### config.mk
export PLATFORM = sky130hd
export DESIGN_NAME = sss_selector
export DESIGN_NICKNAME = d
export VERILOG_FILES = /design/src/hw/sss_selector.v
export VERILOG_INCLUDE_DIRS = /design/src /design/src/pkg
export SDC_FILE = /design/constraint.sdc
export NUM_CORES = 1
export LEC_CHECK = 0
export ABC_AREA = 0
export ABC_CLOCK_PERIOD_IN_PS = 2750
export BUFFER_PORTS_ARGS = -buffer_cell sky130_fd_sc_hd__buf_2
export CAP_MARGIN = 20
export CORE_MARGIN = 2
export CORE_UTILIZATION = 52
export CTS_BUF_LIST = sky130_fd_sc_hd__clkbuf_4
export CTS_CLUSTER_SIZE = 25
export DETAILED_ROUTE_END_ITERATION = 12
export PLACE_DENSITY = 0.8
export REMOVE_ABC_BUFFERS = 1
export SYNTH_ARGS = -nofsm -noshare
export SYNTH_HDL_FRONTEND = slang
export SYNTH_SLANG_ARGS = --single-unit
### constraint.sdc
create_clock -name hclk -period 2.75 [get_ports hclk]
set_clock_uncertainty 0.05 [all_clocks]
set_input_delay 0.55 -clock hclk [delete_from_list [all_inputs] [get_ports hclk]]
set_output_delay 0.55 -clock hclk [all_outputs]
set_load 0.02 [all_outputs]
### src/pkg/sss_consts.vh
// constants for the stop-sequence selector
// assumes a 40 MHz hclk and an ahb-lite register bus
`ifndef SSS_CONSTS_VH
`define SSS_CONSTS_VH
// register byte offsets
`define SSS_CTRL_OFS 8'h00
`define SSS_EMG_OFS 8'h04
`define SSS_NORM_OFS 8'h08
`define SSS_OPT2_OFS 8'h0c
`define SSS_STAT_OFS 8'h10
`define SSS_SPEED_OFS 8'h14
// control register fields, and the command-error bit of the options2 register
`define SSS_LIM_LSB 0
`define SSS_OTS_LSB 2
`define SSS_SOS_LSB 4
`define SSS_CMDERR_BIT 9
// reset values
`define SSS_CTRL_RST 8'h01
`define SSS_EMG_RST 9'h000
`define SSS_NORM_RST 9'h12c
`define SSS_OPT2_RST 16'h0000
// setting ranges
`define SSS_EMG_MAX 9'h1f4
`define SSS_SOS_MAX 4'h9
`define SSS_OTS_MAX 2'h2
`define SSS_LIM_MAX 2'h2
// stop threshold, mm/s
`define SSS_STOP_MMPS 16'h001e
// timing
`define SSS_CLK_NS 25
`define SSS_CYCLE_NS 25000
`define SSS_CYCLE_CNT ((`SSS_CYCLE_NS + `SSS_CLK_NS - 1) / `SSS_CLK_NS)
`endif

### src/hw/sss_selector.v
// stop-sequence selector: over-travel and servo-off braking
// assumes speed, command and status inputs on hclk; limit pins async
`include "sss_consts.vh"
`default_nettype none

module sss_selector (
    // clock and reset
    input wire hclk,
    input wire hresetn,
    // ahb-lite slave
    input wire hsel,
    input wire [7:0] haddr,
    input wire [1:0] htrans,
    input wire hwrite,
    input wire [2:0] hsize,
    input wire [31:0] hwdata,
    input wire hready,
    output reg hreadyout,
    output reg hresp,
    output reg [31:0] hrdata,
    // limit pins
    input wire forward_limit_input,
    input wire reverse_limit_input,
    // drive status
    input wire servo_on,
    input wire other_error,
    input wire main_power_lost,
    input wire pole_estimation_active,
    input wire scale_setup_active,
    input wire [15:0] motor_speed,
    input wire [31:0] feedback_pos,
    // host commands
    input wire cmd_valid,
    input wire cmd_forward,
    // braking and control outputs
    output reg dynamic_brake,
    output reg free_run,
    output reg emergency_stop,
    output reg [8:0] thrust_limit,
    output reg force_position_ctrl,
    output reg pos_gen_halt,
    output reg dev_clear,
    output reg dev_clear_pulse,
    output reg [31:0] cmd_position,
    output reg zero_fwd_thrust,
    output reg zero_rev_thrust,
    // command screening
    output reg cmd_accept,
    output reg cmd_reject,
    output reg cmd_error,
    // sequence hand-off
    output reg err38,
    output reg alarm_seq_active,
    output reg power_loss_seq_active
);

localparam ST_RUN = 3'd0;
localparam ST_OT_DEC = 3'd1;
localparam ST_OT_STP = 3'd2;
localparam ST_SO_DEC = 3'd3;
localparam ST_SO_STP = 3'd4;
localparam ST_ALARM = 3'd5;
localparam ST_PWR = 3'd6;

localparam integer CYC_LAST_INT = `SSS_CYCLE_CNT - 1;
localparam [9:0] CYC_LAST = CYC_LAST_INT[9:0];
localparam [7:0] CTRL_RST = `SSS_CTRL_RST;

// brake code: {emergency, dynamic brake, free run}
function [2:0] so_brake;
    input [3:0] seq;
    input stopped;
    begin
        case (seq)
            4'd0, 4'd4: so_brake = 3'b010;
            4'd1, 4'd5: so_brake = stopped ? 3'b010 : 3'b001;
            4'd2, 4'd6: so_brake = stopped ? 3'b001 : 3'b010;
            4'd3, 4'd7: so_brake = 3'b001;
            4'd8: so_brake = stopped ? 3'b010 : 3'b100;
            default: so_brake = stopped ? 3'b001 : 3'b100;
        endcase
    end
endfunction

function [2:0] ot_brake;
    input [1:0] seq;
    begin
        case (seq)
            2'd0: ot_brake = 3'b010;
            2'd1: ot_brake = 3'b001;
            default: ot_brake = 3'b100;
        endcase
    end
endfunction

// registers
reg [1:0] limit_input_mode_reg;
reg [1:0] overtravel_stop_sequence_reg;
reg [3:0] servo_off_stop_sequence_reg;
reg [8:0] emergency_thrust_limit_reg;
reg [8:0] normal_thrust_limit_reg;
reg [15:0] link_function_options2_reg;

// bus data-phase capture
reg wr_pend_reg;
reg [7:0] wr_addr_reg;

// limit pin synchronisers
reg [1:0] lim_meta_reg;
reg [1:0] lim_sync_reg;
wire [1:0] lim_pins;
assign lim_pins = {reverse_limit_input, forward_limit_input};

genvar gi;
generate
    for (gi = 0; gi < 2; gi = gi + 1) begin : g_sync
        always @(posedge hclk or negedge hresetn) begin
            if (!hresetn) begin
                lim_meta_reg[gi] <= 1'b0;
                lim_sync_reg[gi] <= 1'b0;
            end else begin
                lim_meta_reg[gi] <= lim_pins[gi];
                lim_sync_reg[gi] <= lim_meta_reg[gi];
            end
        end
    end
endgenerate

wire lim_fwd;
wire lim_rev;
wire lim_any;
assign lim_fwd = lim_sync_reg[0];
assign lim_rev = lim_sync_reg[1];
assign lim_any = lim_fwd | lim_rev;

// control cycle enable
reg [9:0] cyc_cnt_reg;
reg cyc_tick_reg;
always @(posedge hclk or negedge hresetn) begin
    if (!hresetn) begin
        cyc_cnt_reg <= 10'h000;
        cyc_tick_reg <= 1'b0;
    end else if (cyc_cnt_reg == CYC_LAST) begin
        cyc_cnt_reg <= 10'h000;
        cyc_tick_reg <= 1'b1;
    end else begin
        cyc_cnt_reg <= cyc_cnt_reg + 10'h001;
        cyc_tick_reg <= 1'b0;
    end
end

// state and stop latch
reg [2:0] state_reg;
reg [2:0] state_next;
reg stopped_reg;
reg [15:0] speed_reg;

wire in_decel;
wire ot_mode;
wire alarm_now;
wire setup_busy;
assign in_decel = (state_reg == ST_OT_DEC) || (state_reg == ST_SO_DEC);
assign ot_mode = (limit_input_mode_reg == 2'd0);
assign setup_busy = pole_estimation_active | scale_setup_active;
// mode 2 turns any limit into error 38.0
assign alarm_now = other_error | (limit_input_mode_reg == 2'd2 && lim_any);

always @* begin
    state_next = state_reg;
    if (alarm_now) begin
        state_next = ST_ALARM;
    end else begin
        case (state_reg)
            ST_RUN: begin
                if (!servo_on) begin
                    state_next = main_power_lost ? ST_PWR : ST_SO_DEC;
                end else if (ot_mode && lim_any) begin
                    state_next = ST_OT_DEC;
                end
            end
            ST_OT_DEC: begin
                if (!servo_on) begin
                    state_next = ST_SO_DEC;
                end else if (stopped_reg) begin
                    state_next = ST_OT_STP;
                end
            end
            ST_OT_STP: begin
                if (!servo_on) begin
                    state_next = ST_SO_DEC;
                end else if (!(ot_mode && lim_any)) begin
                    state_next = ST_RUN;
                end
            end
            ST_SO_DEC: begin
                if (main_power_lost) begin
                    state_next = ST_PWR;
                end else if (stopped_reg) begin
                    state_next = ST_SO_STP;
                end
            end
            ST_SO_STP: begin
                if (main_power_lost) begin
                    state_next = ST_PWR;
                end else if (servo_on) begin
                    state_next = ST_RUN;
                end
            end
            ST_PWR: begin
                if (!main_power_lost) begin
                    state_next = servo_on ? ST_RUN : ST_SO_STP;
                end
            end
            default: begin
                state_next = servo_on ? ST_RUN : ST_SO_STP;
            end
        endcase
    end
end

always @(posedge hclk or negedge hresetn) begin
    if (!hresetn) begin
        state_reg <= ST_RUN;
        stopped_reg <= 1'b0;
        speed_reg <= 16'h0000;
    end else begin
        state_reg <= state_next;
        if (cyc_tick_reg) begin
            speed_reg <= motor_speed;
        end
        // stop latch holds until a new deceleration starts
        if (!in_decel && (state_next == ST_OT_DEC || state_next == ST_SO_DEC)) begin
            stopped_reg <= 1'b0;
        end else if (in_decel && cyc_tick_reg && motor_speed < `SSS_STOP_MMPS) begin
            stopped_reg <= 1'b1;
        end
    end
end

// per-state braking selection
reg [2:0] brake_sel;
reg force_sel;
reg halt_sel;
reg clear_sel;
always @* begin
    brake_sel = 3'b000;
    force_sel = 1'b0;
    halt_sel = 1'b0;
    clear_sel = 1'b0;
    case (state_reg)
        ST_OT_DEC: begin
            brake_sel = ot_brake(overtravel_stop_sequence_reg);
            force_sel = 1'b1;
            halt_sel = 1'b1;
            clear_sel = 1'b1;
        end
        ST_SO_DEC: begin
            brake_sel = so_brake(servo_off_stop_sequence_reg, 1'b0);
            force_sel = 1'b1;
            halt_sel = 1'b1;
            clear_sel = 1'b1;
        end
        ST_SO_STP: begin
            brake_sel = so_brake(servo_off_stop_sequence_reg, 1'b1);
            force_sel = 1'b1;
            halt_sel = 1'b1;
            clear_sel = 1'b1;
        end
        default: begin
            brake_sel = 3'b000;
        end
    endcase
    // no immediate stop during pole or scale setup
    if (brake_sel[2] && setup_busy) begin
        brake_sel = 3'b010;
    end
end

wire [8:0] emg_limit;
assign emg_limit = (emergency_thrust_limit_reg == 9'h000) ?
    normal_thrust_limit_reg : emergency_thrust_limit_reg;

wire inh_fwd;
wire inh_rev;
// over-travel seq 2 keeps usual thrust after stopping
assign inh_fwd = ot_mode && lim_fwd &&
    !(state_reg == ST_OT_STP && overtravel_stop_sequence_reg == 2'd2);
assign inh_rev = ot_mode && lim_rev &&
    !(state_reg == ST_OT_STP && overtravel_stop_sequence_reg == 2'd2);

wire blocked;
assign blocked = (cmd_forward && ot_mode && lim_fwd) ||
    (!cmd_forward && ot_mode && lim_rev);

// registered outputs
always @(posedge hclk or negedge hresetn) begin
    if (!hresetn) begin
        dynamic_brake <= 1'b0;
        free_run <= 1'b0;
        emergency_stop <= 1'b0;
        thrust_limit <= `SSS_NORM_RST;
        force_position_ctrl <= 1'b0;
        pos_gen_halt <= 1'b0;
        dev_clear <= 1'b0;
        dev_clear_pulse <= 1'b0;
        cmd_position <= 32'h00000000;
        zero_fwd_thrust <= 1'b0;
        zero_rev_thrust <= 1'b0;
        cmd_accept <= 1'b0;
        cmd_reject <= 1'b0;
        cmd_error <= 1'b0;
        err38 <= 1'b0;
        alarm_seq_active <= 1'b0;
        power_loss_seq_active <= 1'b0;
    end else begin
        emergency_stop <= brake_sel[2];
        dynamic_brake <= brake_sel[1];
        free_run <= brake_sel[0];
        thrust_limit <= brake_sel[2] ? emg_limit : normal_thrust_limit_reg;
        force_position_ctrl <= force_sel;
        pos_gen_halt <= halt_sel;
        dev_clear <= clear_sel;
        // stop instant: decel end or emergency stop start
        dev_clear_pulse <= (in_decel && state_next != state_reg) ||
            (brake_sel[2] && !emergency_stop);
        if (clear_sel) begin
            cmd_position <= feedback_pos;
        end
        zero_fwd_thrust <= inh_fwd;
        zero_rev_thrust <= inh_rev;
        cmd_accept <= cmd_valid && !blocked;
        cmd_reject <= cmd_valid && blocked;
        cmd_error <= cmd_valid && blocked &&
            link_function_options2_reg[`SSS_CMDERR_BIT];
        err38 <= (limit_input_mode_reg == 2'd2) && lim_any;
        // from state_reg so flags never lead the brake outputs
        alarm_seq_active <= (state_reg == ST_ALARM);
        power_loss_seq_active <= (state_reg == ST_PWR);
    end
end

// ahb-lite slave, zero wait states
wire addr_ok;
assign addr_ok = hsel && hready && htrans[1];

always @(posedge hclk or negedge hresetn) begin
    if (!hresetn) begin
        hreadyout <= 1'b0;
        hresp <= 1'b0;
        hrdata <= 32'h00000000;
        wr_pend_reg <= 1'b0;
        wr_addr_reg <= 8'h00;
    end else begin
        hreadyout <= 1'b1;
        hresp <= 1'b0;
        wr_pend_reg <= addr_ok && hwrite;
        if (addr_ok) begin
            wr_addr_reg <= haddr;
        end
        if (addr_ok && !hwrite) begin
            if (haddr == `SSS_CTRL_OFS) begin
                hrdata <= {24'h000000, servo_off_stop_sequence_reg,
                    overtravel_stop_sequence_reg, limit_input_mode_reg};
            end else if (haddr == `SSS_EMG_OFS) begin
                hrdata <= {23'h000000, emergency_thrust_limit_reg};
            end else if (haddr == `SSS_NORM_OFS) begin
                hrdata <= {23'h000000, normal_thrust_limit_reg};
            end else if (haddr == `SSS_OPT2_OFS) begin
                hrdata <= {16'h0000, link_function_options2_reg};
            end else if (haddr == `SSS_STAT_OFS) begin
                hrdata <= {23'h000000, err38, alarm_seq_active, power_loss_seq_active,
                    lim_rev, lim_fwd, stopped_reg, state_reg};
            end else if (haddr == `SSS_SPEED_OFS) begin
                hrdata <= {16'h0000, speed_reg};
            end else begin
                hrdata <= 32'h00000000;
            end
        end else begin
            hrdata <= 32'h00000000;
        end
    end
end

// register writes; out-of-range settings keep the old value
always @(posedge hclk or negedge hresetn) begin
    if (!hresetn) begin
        limit_input_mode_reg <= CTRL_RST[`SSS_LIM_LSB+1:`SSS_LIM_LSB];
        overtravel_stop_sequence_reg <= CTRL_RST[`SSS_OTS_LSB+1:`SSS_OTS_LSB];
        servo_off_stop_sequence_reg <= CTRL_RST[`SSS_SOS_LSB+3:`SSS_SOS_LSB];
        emergency_thrust_limit_reg <= `SSS_EMG_RST;
        normal_thrust_limit_reg <= `SSS_NORM_RST;
        link_function_options2_reg <= `SSS_OPT2_RST;
    end else if (wr_pend_reg) begin
        if (wr_addr_reg == `SSS_CTRL_OFS) begin
            if (hwdata[`SSS_LIM_LSB+1:`SSS_LIM_LSB] <= `SSS_LIM_MAX) begin
                limit_input_mode_reg <= hwdata[`SSS_LIM_LSB+1:`SSS_LIM_LSB];
            end
            if (hwdata[`SSS_OTS_LSB+1:`SSS_OTS_LSB] <= `SSS_OTS_MAX) begin
                overtravel_stop_sequence_reg <= hwdata[`SSS_OTS_LSB+1:`SSS_OTS_LSB];
            end
            if (hwdata[`SSS_SOS_LSB+3:`SSS_SOS_LSB] <= `SSS_SOS_MAX) begin
                servo_off_stop_sequence_reg <= hwdata[`SSS_SOS_LSB+3:`SSS_SOS_LSB];
            end
        end else if (wr_addr_reg == `SSS_EMG_OFS) begin
            if (hwdata[31:9] == 23'h000000 && hwdata[8:0] <= `SSS_EMG_MAX) begin
                emergency_thrust_limit_reg <= hwdata[8:0];
            end
        end else if (wr_addr_reg == `SSS_NORM_OFS) begin
            if (hwdata[31:9] == 23'h000000 && hwdata[8:0] <= `SSS_EMG_MAX) begin
                normal_thrust_limit_reg <= hwdata[8:0];
            end
        end else if (wr_addr_reg == `SSS_OPT2_OFS) begin
            link_function_options2_reg <= hwdata[15:0];
        end
    end
end

endmodule

`default_nettype wire

# Word level (Yosys, flattened, before mapping)
# Memory sizes are Yosys's and may differ from the RTL's.
# Index checks and enable logic that the tools add are counted.
[totals] ff_bits=173 romBits=80 in_bits=107 out_inout_bits=90 word_cells=151 n_memories=2
[memory_table] memory="(name not given)" depth=16 width=3 read_ports=1 rd_clocked_by_memory_dff=0 wr=0 line_no="sss_selector.v:74" text="case (seq)"
[memory_table] memory="(name not given)" depth=16 width=2 read_ports=1 rd_clocked_by_memory_dff=0 wr=0 line_no="sss_selector.v:74"
[classes] addsub=1 magnitude_cmp=5 eq_ne=21 mux=32 bitwise_logic=6 reduce_logical=50
[ops] operator="$mux 32" count=3
[ops] operator="$mux 16" count=4
[ops] operator="$mux 3" count=15
[ops] operator="$eq 8x4->1 const B" count=4
[ops] operator="$logic_and 1x1->1" count=25
[ops] operator="$logic_not 23->1" count=1
[ops] operator="$mux 9" count=2
[ops] operator="$pmux 3 s6" count=1
[ops] operator="$eq 8x3->1 const B" count=2
[ops] operator="$eq 8x5->1 const B" count=2
[ops] operator="$logic_not 8->1" count=2
[ops] operator="$lt 16x5->1 const B" count=1
[ops] operator="$add 10x1->10 const B" count=1
[ops] operator="$eq 10x10->1 const B" count=1
[ops] operator="$mux 10" count=1
[ops] operator="$reduce_and 5->1" count=2
[ops] operator="$eq 3x2->1 const B" count=3
[ops] operator="$eq 3x3->1 const B" count=3
[ops] operator="$le 9x9->1 const B" count=1
[ops] operator="$logic_not 9->1" count=1
[ops] operator="$pmux 3 s3" count=1
[ops] operator="$reduce_and 3->1" count=3
[ops] operator="$eq 3x1->1 const B" count=2
[ops] operator="$logic_not 1->1" count=6
[ops] operator="other kinds (15)" count=28

# Longest topological paths before layout
# Gate-level depths: netlist (run 1).
[logic_depth] ltp_word=10 ltp_mapped=6 ltp_nobuf=5

# Worst setup path after synthesis (run 1)
# No wires, ideal clock.
[synth_path] path_type="input -> register" startpoint="input port haddr[0]" endpoint="register hrdata[3]" setup_ns=0.087 arrival_ns=2.157 t_required_ns=2.613 setup_slack_ns=0.456 path_stages=5 n_path_buf=1 path_cell_list="or4_4 -> or4_1 -> buf_2 -> or3_1 -> a211oi_2"
[synth_between] elab_chain_len=8 word_cells_on_any_way=13 cone_classes="eq/ne (5); mux (7); reduce/logical (1)"
[synth_lines] item="from (decl)" line_no="sss_selector.v:12" text="input wire [7:0] haddr,"
[synth_lines] item="$eq 8x5->1 (no line)"
[synth_lines] item="$mux 16" line_no="sss_selector.v:373" text="end else if (haddr == `SSS_SPEED_OFS) begin"
[synth_lines] item="$mux 16" line_no="sss_selector.v:370" text="end else if (haddr == `SSS_STAT_OFS) begin"
[synth_lines] item="$mux 16" line_no="sss_selector.v:368" text="end else if (haddr == `SSS_OPT2_OFS) begin"
[synth_lines] item="$mux 16" line_no="sss_selector.v:366" text="end else if (haddr == `SSS_NORM_OFS) begin"
[synth_lines] item="$mux 32" line_no="sss_selector.v:364" text="end else if (haddr == `SSS_EMG_OFS) begin"
[synth_lines] item="$mux 32 *" line_no="sss_selector.v:361" text="if (haddr == `SSS_CTRL_OFS) begin"
[synth_lines] item="$mux 32 *" line_no="sss_selector.v:360" text="if (addr_ok && !hwrite) begin"
[synth_lines] item="to (signal assigned)" line_no="sss_selector.v:362" text="hrdata <= {24'h000000, servo_off_stop_sequence_reg,"
[synth_lines] item="to (signal assigned)" line_no="sss_selector.v:365" text="hrdata <= {23'h000000, emergency_thrust_limit_reg};"
[synth_lines] item="to (signal assigned)" line_no="sss_selector.v:367" text="hrdata <= {23'h000000, normal_thrust_limit_reg};"
[synth_lines] item="to (decl)" line_no="sss_selector.v:20" text="output reg [31:0] hrdata,"
# Mark *: on every way between the ends. The rest lies on a longest branch, timed or not.
# A chain may end at the register's enable or synchronous reset.

# Worst setup path after layout (run 1)
[layout_path] startpoint="register emergency_thrust_limit_reg[3]" endpoint="register thrust_limit[4]"
[layout_between] elab_chain_len=3
[layout_lines] item="from (decl)" line_no="sss_selector.v:100" text="reg [8:0] emergency_thrust_limit_reg;"
[layout_lines] item="from (signal assigned)" line_no="sss_selector.v:390" text="emergency_thrust_limit_reg <= `SSS_EMG_RST;"
[layout_lines] item="from (signal assigned)" line_no="sss_selector.v:406" text="emergency_thrust_limit_reg <= hwdata[8:0];"
[layout_lines] item="$logic_not 9->1" line_no="sss_selector.v:280" text="assign emg_limit = (emergency_thrust_limit_reg == 9'h000) ?"
[layout_lines] item="$mux 9" line_no="sss_selector.v:280"
[layout_lines] item="$mux 9" line_no="sss_selector.v:319" text="thrust_limit <= brake_sel[2] ? emg_limit : normal_thrust_limit_reg;"
[layout_lines] item="to (signal assigned)" line_no="sss_selector.v:301" text="thrust_limit <= `SSS_NORM_RST;"
[layout_lines] item="to (signal assigned)" line_no="sss_selector.v:319"
[layout_lines] item="to (decl)" line_no="sss_selector.v:39" text="output reg [8:0] thrust_limit,"
# No other way between the ends.

==> key figures, run 1 <==
Setup path
  • Top delay family on crit path: simple AND/OR/NAND/NOR gates
  • Worst-path cell chain: nor4_1 > nand2_1 > o41ai_2 > buf_4 > mux2_2
  • Worst path depth: 5
  • WP buf/inv: 1
  • CP max-delay cell: dfrtp_1
  • R2R Path Start: emergency_thrust_limit_reg[3]$_DFFE_PN0P_
  • Startpoint class of the critical path: register
  • Crit path max fanout: 7
  • CP Launch Point: emergency_thrust_limit_reg[3]$_DFFE_PN0P_
  • CP Data Required Time: between 3 and 4 ns
  • Critical Path Max Stage Delay: around 0.47 ns
  • Critical path capture point type: register
  • Number of cells on the worst reg-to-reg path: 5
  • CP arrival: approximately 2.5 ns
  • Class of the most critical setup path: reg2reg

Pwr
  • Pwr per Cell Area: approximately 650 nW/µm²
  • Final Power: 5.35 mW
  • LEAKAGE: 4.02 nW
  • Worst VDD drop: about 0.50 mV

STA
  • Tmin final: ~2.1 ns
  • RSZ-0062 raised after global routing: false
  • Slew Limit Fails: 0
  • Slew @ Worst Pin: between 0.6 and 0.7 ns
  • Peak Freq: around 490 MHz
  • Final Setup Violations: 0
  • Final hold violation count: 0
  • Slew headroom: a little over half
  • Crit share post-route: about three quarters

Finish
  • Share of cells above drive strength 1: a little under half
  • Layout area overhead: 21.1%
  • Most flops, register: cmd_position
  • N_diodes: 0
  • Nets: just over 800
  • Max FFs per register: 32
  • Non-Filler Instances: between 900 and 1000

Clock network
  • Hold_buf cts: 2
  • CTS Root Cell: clkbuf_4
  • CTS clk-pin slew, worst paths: about 0.13 ns
  • CTS Sinks: roughly 160
  • CTS max path bufs: 2
  • Post-CTS setup buffer count: 0
  • CTS tree: built
  • Cts repair resizes: 0
  • Clock latency on the worst-skew pair: 0.57 ns
  • H-tree levels: 4
  • Number of CTS-inserted buffers: 17

Route
  • Starting DRT DRC Count: 341
  • 1st-pass router iterations: 5
  • DRC errors left: 0
  • Vias per inst: between 5 and 6
  • WL/cell: around 18 µm
  • Met2 wire length: 7.94 mm
  • Vias: between 5000 and 6000
  • DR WL met3: 1.36 mm
  • Top Layer Used: met5
  • Antenna Violating Nets Remaining: 0
  • M1 WL: 6.92 mm
  • Routed WL: 16.6 mm

Global routing
  • GR Util All Layers: between 20% and 30%
  • Vias in the first global route: ~5200
  • Initial antenna violation count: 3
  • Largest net degree at the start of global routing: 65
  • GRT Residual Overflow: 0
  • First-pass GRT wire length: approximately 27 mm

Floorplanning
  • Die height: between 100 and 150 µm
  • DIE AREA: 14100 µm²
  • Row cnt: 41
  • Initial core utilization: 53.8%
  • Num ports: between 150 and 200
  • Core area: 12700 µm²
  • Die Span X: between 100 and 150 µm

Run status
  • Status: finished, final reports clean

Synth
  • Syn. warnings: 0
  • Synthesized area: 6840 µm²
  • Top_reg_cell synth: dfrtp_1
  • Async set-reset flop share out of synthesis: 100%
  • Synthesized instance count: 536
  • EDFF count, synth: 0
  • Sequential share of the synthesized area: between 50% and 60%
  • Syn Area/Cell: about 13 µm²
  • Synthesis-stage register bit count: around 160
  • Netlist cell types: 62

Placement
  • IO Port Bufs: around 180
  • Placed cell count: ~870
  • GPL Wtd Cong: 0.925
  • HPWL after DPL: ~12 mm

Flow run
  • Max Cap Viol: 0

Worst hold path
  • Hold Crit Depth: 1
  • Worst min-delay path class: in2reg
  • HP Start: reverse_limit_input
-- cells by family (layout without fill, tap and decap cells) --
kind of cell | Yosys count | after routing | synth area share [%]
other cells | 2 | 18 | 0.110
xor+xnor | 6 | 6 | 0.768
compound gates | 91 | 91 | 10.0
buf+inv | 55 | 237 | 4.08
mux | 104 | 104 | 17.1
fa+ha+maj | 1 | 1 | 0.183
simple gates | 120 | 120 | 10.2
flops | 157 | 157 | 57.6
-- placed cells by master, fill, tap and decap left out, types with 6 or more instances in the layout --
cell,count
conb_1,18
nor3_1,10
nor2_1,27
inv_1,12
dfrtp_1,148
nor2b_1,6
nand2_1,18
buf_4,14
a22oi_1,10
o21ai_0,19
nand3_1,6
and3_1,7
dfstp_2,9
clkbuf_4,17
mux2_2,103
a221oi_1,7
buf_2,174
o22ai_1,7
nor4_1,12
-- final cells by class --
class | count | area (µm²)
timing repair buffer | 192 | 1030
inverter | 13 | 48.8
multi-input combinational | 340 | 2700
clock inverter | 15 | 235
fill | 981 | 4430
sequential | 157 | 3940
clock buffer | 17 | 128
tap | 172 | 215
-- synth_stat cells, drive strengths merged, types with 4 or more instances --
cell	instances	area share [%]
o22ai	7	0.64
mux2	103	17
a21oi	6	0.44
nand2	18	0.99
clkbuf	22	1.2
nor3b	4	0.44
a22oi	10	1.1
nor2b	6	0.55
nand3b	5	0.55
o221a	7	1.2
a221oi	7	0.90
nor3	10	0.73
and3	7	0.64
buf	20	2.2
nand3	6	0.44
o21ai	19	1.4
nand4	4	0.37
nor4	14	1.5
inv	12	0.66
o22a	5	0.64
nor2	27	1.5
dfrtp	148	54
dfstp	9	3.5
a211o	4	0.51
nor4b	5	0.95
-- worst reg2reg max path, cell delays in order, from the launching register on --
cell and delay, ns:
dfrtp_1 0.47, nor4_1 0.36, nand2_1 0.14, o41ai_2 0.32, buf_4 0.26, mux2_2 0.36
-- layer usage --
metal / up-vias / track usage (%)
met1: 2502 / 31.9
met5: - / 0
li1: 2311 / -
met2: 246 / 38.4
met3: 30 / 7.29
met4: 4 / 9.30
-- final timing paths --
kind / endpoint / slack, ns
max: thrust_limit[4]$_DFF_PN0_ / 0.69
min: lim_meta_reg[1]$_DFF_PN0_ / 0.03
max reg2reg: thrust_limit[4]$_DFF_PN0_ / 0.69
min reg2reg: lim_rev$_DFF_PN0_ / 0.32
max in group asynchronous: limit_input_mode_reg[0]$_DFFE_PN1P_ / 1.37
min in group asynchronous: state_reg[1]$_DFF_PN0_ / 0.48
-- stage by stage --
step	hold slack (ns)	setup WS, ns	instance area (µm²)	utilization [%]	setup TNS, ns
6_report	0.0318	0.690	8290	65.2	0
4_1_cts	0.000373	0.681	8290	65.2	0
3_5_place_dp	0.289	0.258	7910	62.2	0
5_1_grt	0.00111	0.582	8290	65.2	0
3_3_place_gp	0.287	0.313	7910	62.2	0
2_1_floorplan	0.204	-0.172	6670	-	-5.50
-- power by group --
part | leakage [nW] | switching, mW | internal [mW]
clock network | 0.189 | 0.849 | 0.830
registers | 1.98 | 0.147 | 2.53
logic | 1.85 | 0.582 | 0.410
(Power assumes the default switching activity.)
==> inputs of run 2 (changes only) <==
Settings changed: ABC_CLOCK_PERIOD_IN_PS 2750 to 2100.
Clock period 2.75 ns to 2.1 ns, I/O delays scaled along.
==> run 2 against run 1 <==
Effect of this change: maximum frequency grew 3.6%; critical path depth did not move; global-route usage rose by 2.6 points; power up 28%; clock power rose by 12%; wire length is 11% higher; non-clock buffer count up 64; via count is 7.3% higher; die area unchanged; sequential power up 31%; critical endpoint is now emergency_thrust_limit_reg[0]$_DFFE_PN0P_.
==> key figures, run 2 (synthesized netlist as in run 1, its figures left out) <==
Finish
  • Reg area: 3940 µm²
  • N_diodes: 0
  • Number of fill cells: ~950
  • Share of cells above drive strength 1: a little under half
  • Nets: slightly below 900
  • Most frequent cells in the layout: buf_2, dfrtp_1, mux2_2
  • Layout area overhead: 29.0%
  • Core Util, Final: 69.4%
  • Most flops, register: cmd_position
  • Commonest non-fill, non-tap cell in the layout: buf_2
  • Max FFs per register: 32
  • Non-Filler Instances: between 900 and 1000
  • Multi-input logic area: ~2700 µm²

Run status
  • Status: finished, final reports clean

Floorplanning
  • Core area: about 13000 µm²
  • Initial core utilization: 53.8%
  • DIE AREA: 14100 µm²
  • Die height: between 100 and 150 µm
  • Die Span X: approximately 120 µm
  • Row cnt: 41
  • Num ports: about 200

STA
  • Slew @ Worst Pin: between 0.6 and 0.7 ns
  • Crit share post-route: 94.7%
  • Final worst setup slack: approximately 0.11 ns
  • Peak Freq: a little over 500 MHz
  • Slew Limit Fails: 0
  • Slew headroom: between 50% and 60%
  • Setup TNS: 0 ns
  • RSZ-0062 raised after global routing: false
  • Final hold violation count: 0
  • Final Setup Violations: 0
  • Tmin final: around 2.0 ns

Clock network
  • CTS Root Cell: clkbuf_4
  • CTS Sinks: around 160
  • CTS max path bufs: 2
  • Number of CTS-inserted buffers: 17
  • CTS clk-pin slew, worst paths: around 0.14 ns
  • H-tree levels: 4
  • Clock latency on the worst-skew pair: 0.59 ns
  • Post-CTS setup buffer count: 0
  • CTS tree: built

Pwr
  • Worst VDD drop: 0.762 mV
  • LEAKAGE: between 4 and 5 nW
  • Final Power: about 6.8 mW
  • Pwr per Cell Area: a little under 800 nW/µm²

Route
  • WL/cell: between 15 and 20 µm
  • Vias: approximately 5500
  • Starting DRT DRC Count: between 300 and 400
  • 1st-pass router iterations: 5
  • Vias per inst: ~5.6
  • Routed WL: about 18 mm
  • Antenna Violating Nets Remaining: 0
  • DRC errors left: 0

Setup path
  • Startpoint class of the critical path: register
  • CP Data Required Time: approximately 2.5 ns
  • CP max-delay cell: dfrtp_1
  • Critical path capture point type: register
  • Class of the most critical setup path: reg2reg
  • Worst-path cell chain: nor4b_4 > nand4b_1 > nor4_2 > buf_4 > mux2_2
  • Crit path max fanout: 9
  • R2r setup slk: around 0.11 ns
  • Critical Path Max Stage Delay: about 0.43 ns
  • Top delay family on crit path: simple AND/OR/NAND/NOR gates
  • WP buf/inv: 1
  • CP arrival: ~2.4 ns

Placement
  • GPL Wtd Cong: about 0.96
  • IO Port Bufs: about 180
  • Setup WS pre-CTS: -0.309 ns
  • HPWL after DPL: between 10 and 15 mm
  • Placed cell count: 898

Global routing
  • Vias in the first global route: 5700
  • Met2 Track Usage GR: ~45%
  • First-pass GRT wire length: between 20 and 30 mm
  • Largest net degree at the start of global routing: 56
  • GRT Residual Overflow: 0
  • Routing usage on met3: 8.11%
  • M1 GR Usage: 33.4%
  • Most used routing layer: met2
  • GR Util All Layers: 27.0%
  • Initial antenna violation count: 1

Worst hold path
  • Worst min-delay path class: in2reg

Flow run
  • Max Cap Viol: 0
-- run 2: cell type report --
cell class                 count  share of cell area (%)
multi-input combinational    340                    30.6
timing repair buffer         256                    18.4
clock inverter                14                    1.93
clock buffer                  17                    1.44
inverter                      13                   0.552
sequential                   157                    44.6
tap                          172                    2.44
-- run 2: metal layers --
metal	routed length, µm	up-vias
met1	7110	2691
li1	-	2442
met4	417	2
met2	9090	294
met5	20	-
met3	1660	37
-- run 2: through the flow --
step           hold slack (ns)  instance area [µm²]
2_1_floorplan           0.0744                 6670
3_3_place_gp             0.287                 8130
3_5_place_dp             0.285                 8130
4_1_cts                0.00354                 8810
5_1_grt                0.00697                 8830
6_report                0.0301                 8830
-- run 2: repair_timing --
item	in CTS	in global routing
hold endpoints to repair	75	2
resized for setup	0	1
endpoints found under the setup margin	0	5
hold buffers	38	2
-- run 2: path summary, 6_finish.rpt --
kind / startpoint / end / cells past startpoint
min in group asynchronous: hresetn / emergency_thrust_limit_reg[8]$_DFFE_PN0P_ / 2
max in group asynchronous: hresetn / normal_thrust_limit_reg[3]$_DFFE_PN1P_ / 3
worst min register to register: lim_meta_reg[1]$_DFF_PN0_ / lim_rev$_DFF_PN0_ / 0
worst max register to register: wr_addr_reg[4]$_DFFE_PN0P_ / emergency_thrust_limit_reg[0]$_DFFE_PN0P_ / 5
worst min-delay path: motor_speed[14] / speed_reg[14]$_DFFE_PN0P_ / 2
worst max-delay path: wr_addr_reg[4]$_DFFE_PN0P_ / emergency_thrust_limit_reg[0]$_DFFE_PN0P_ / 5
-- run 2: power breakdown --
| part | switching [mW] | leakage [nW] | internal [mW] | total (mW) |
|---|---|---|---|---|
| logic | 0.824 | 2.14 | 0.622 | 1.45 |
| registers | 0.192 | 1.98 | 3.32 | 3.51 |
| clock network | 1.08 | 0.150 | 0.817 | 1.89 |
| total | 2.09 | 4.27 | 4.75 | 6.85 |
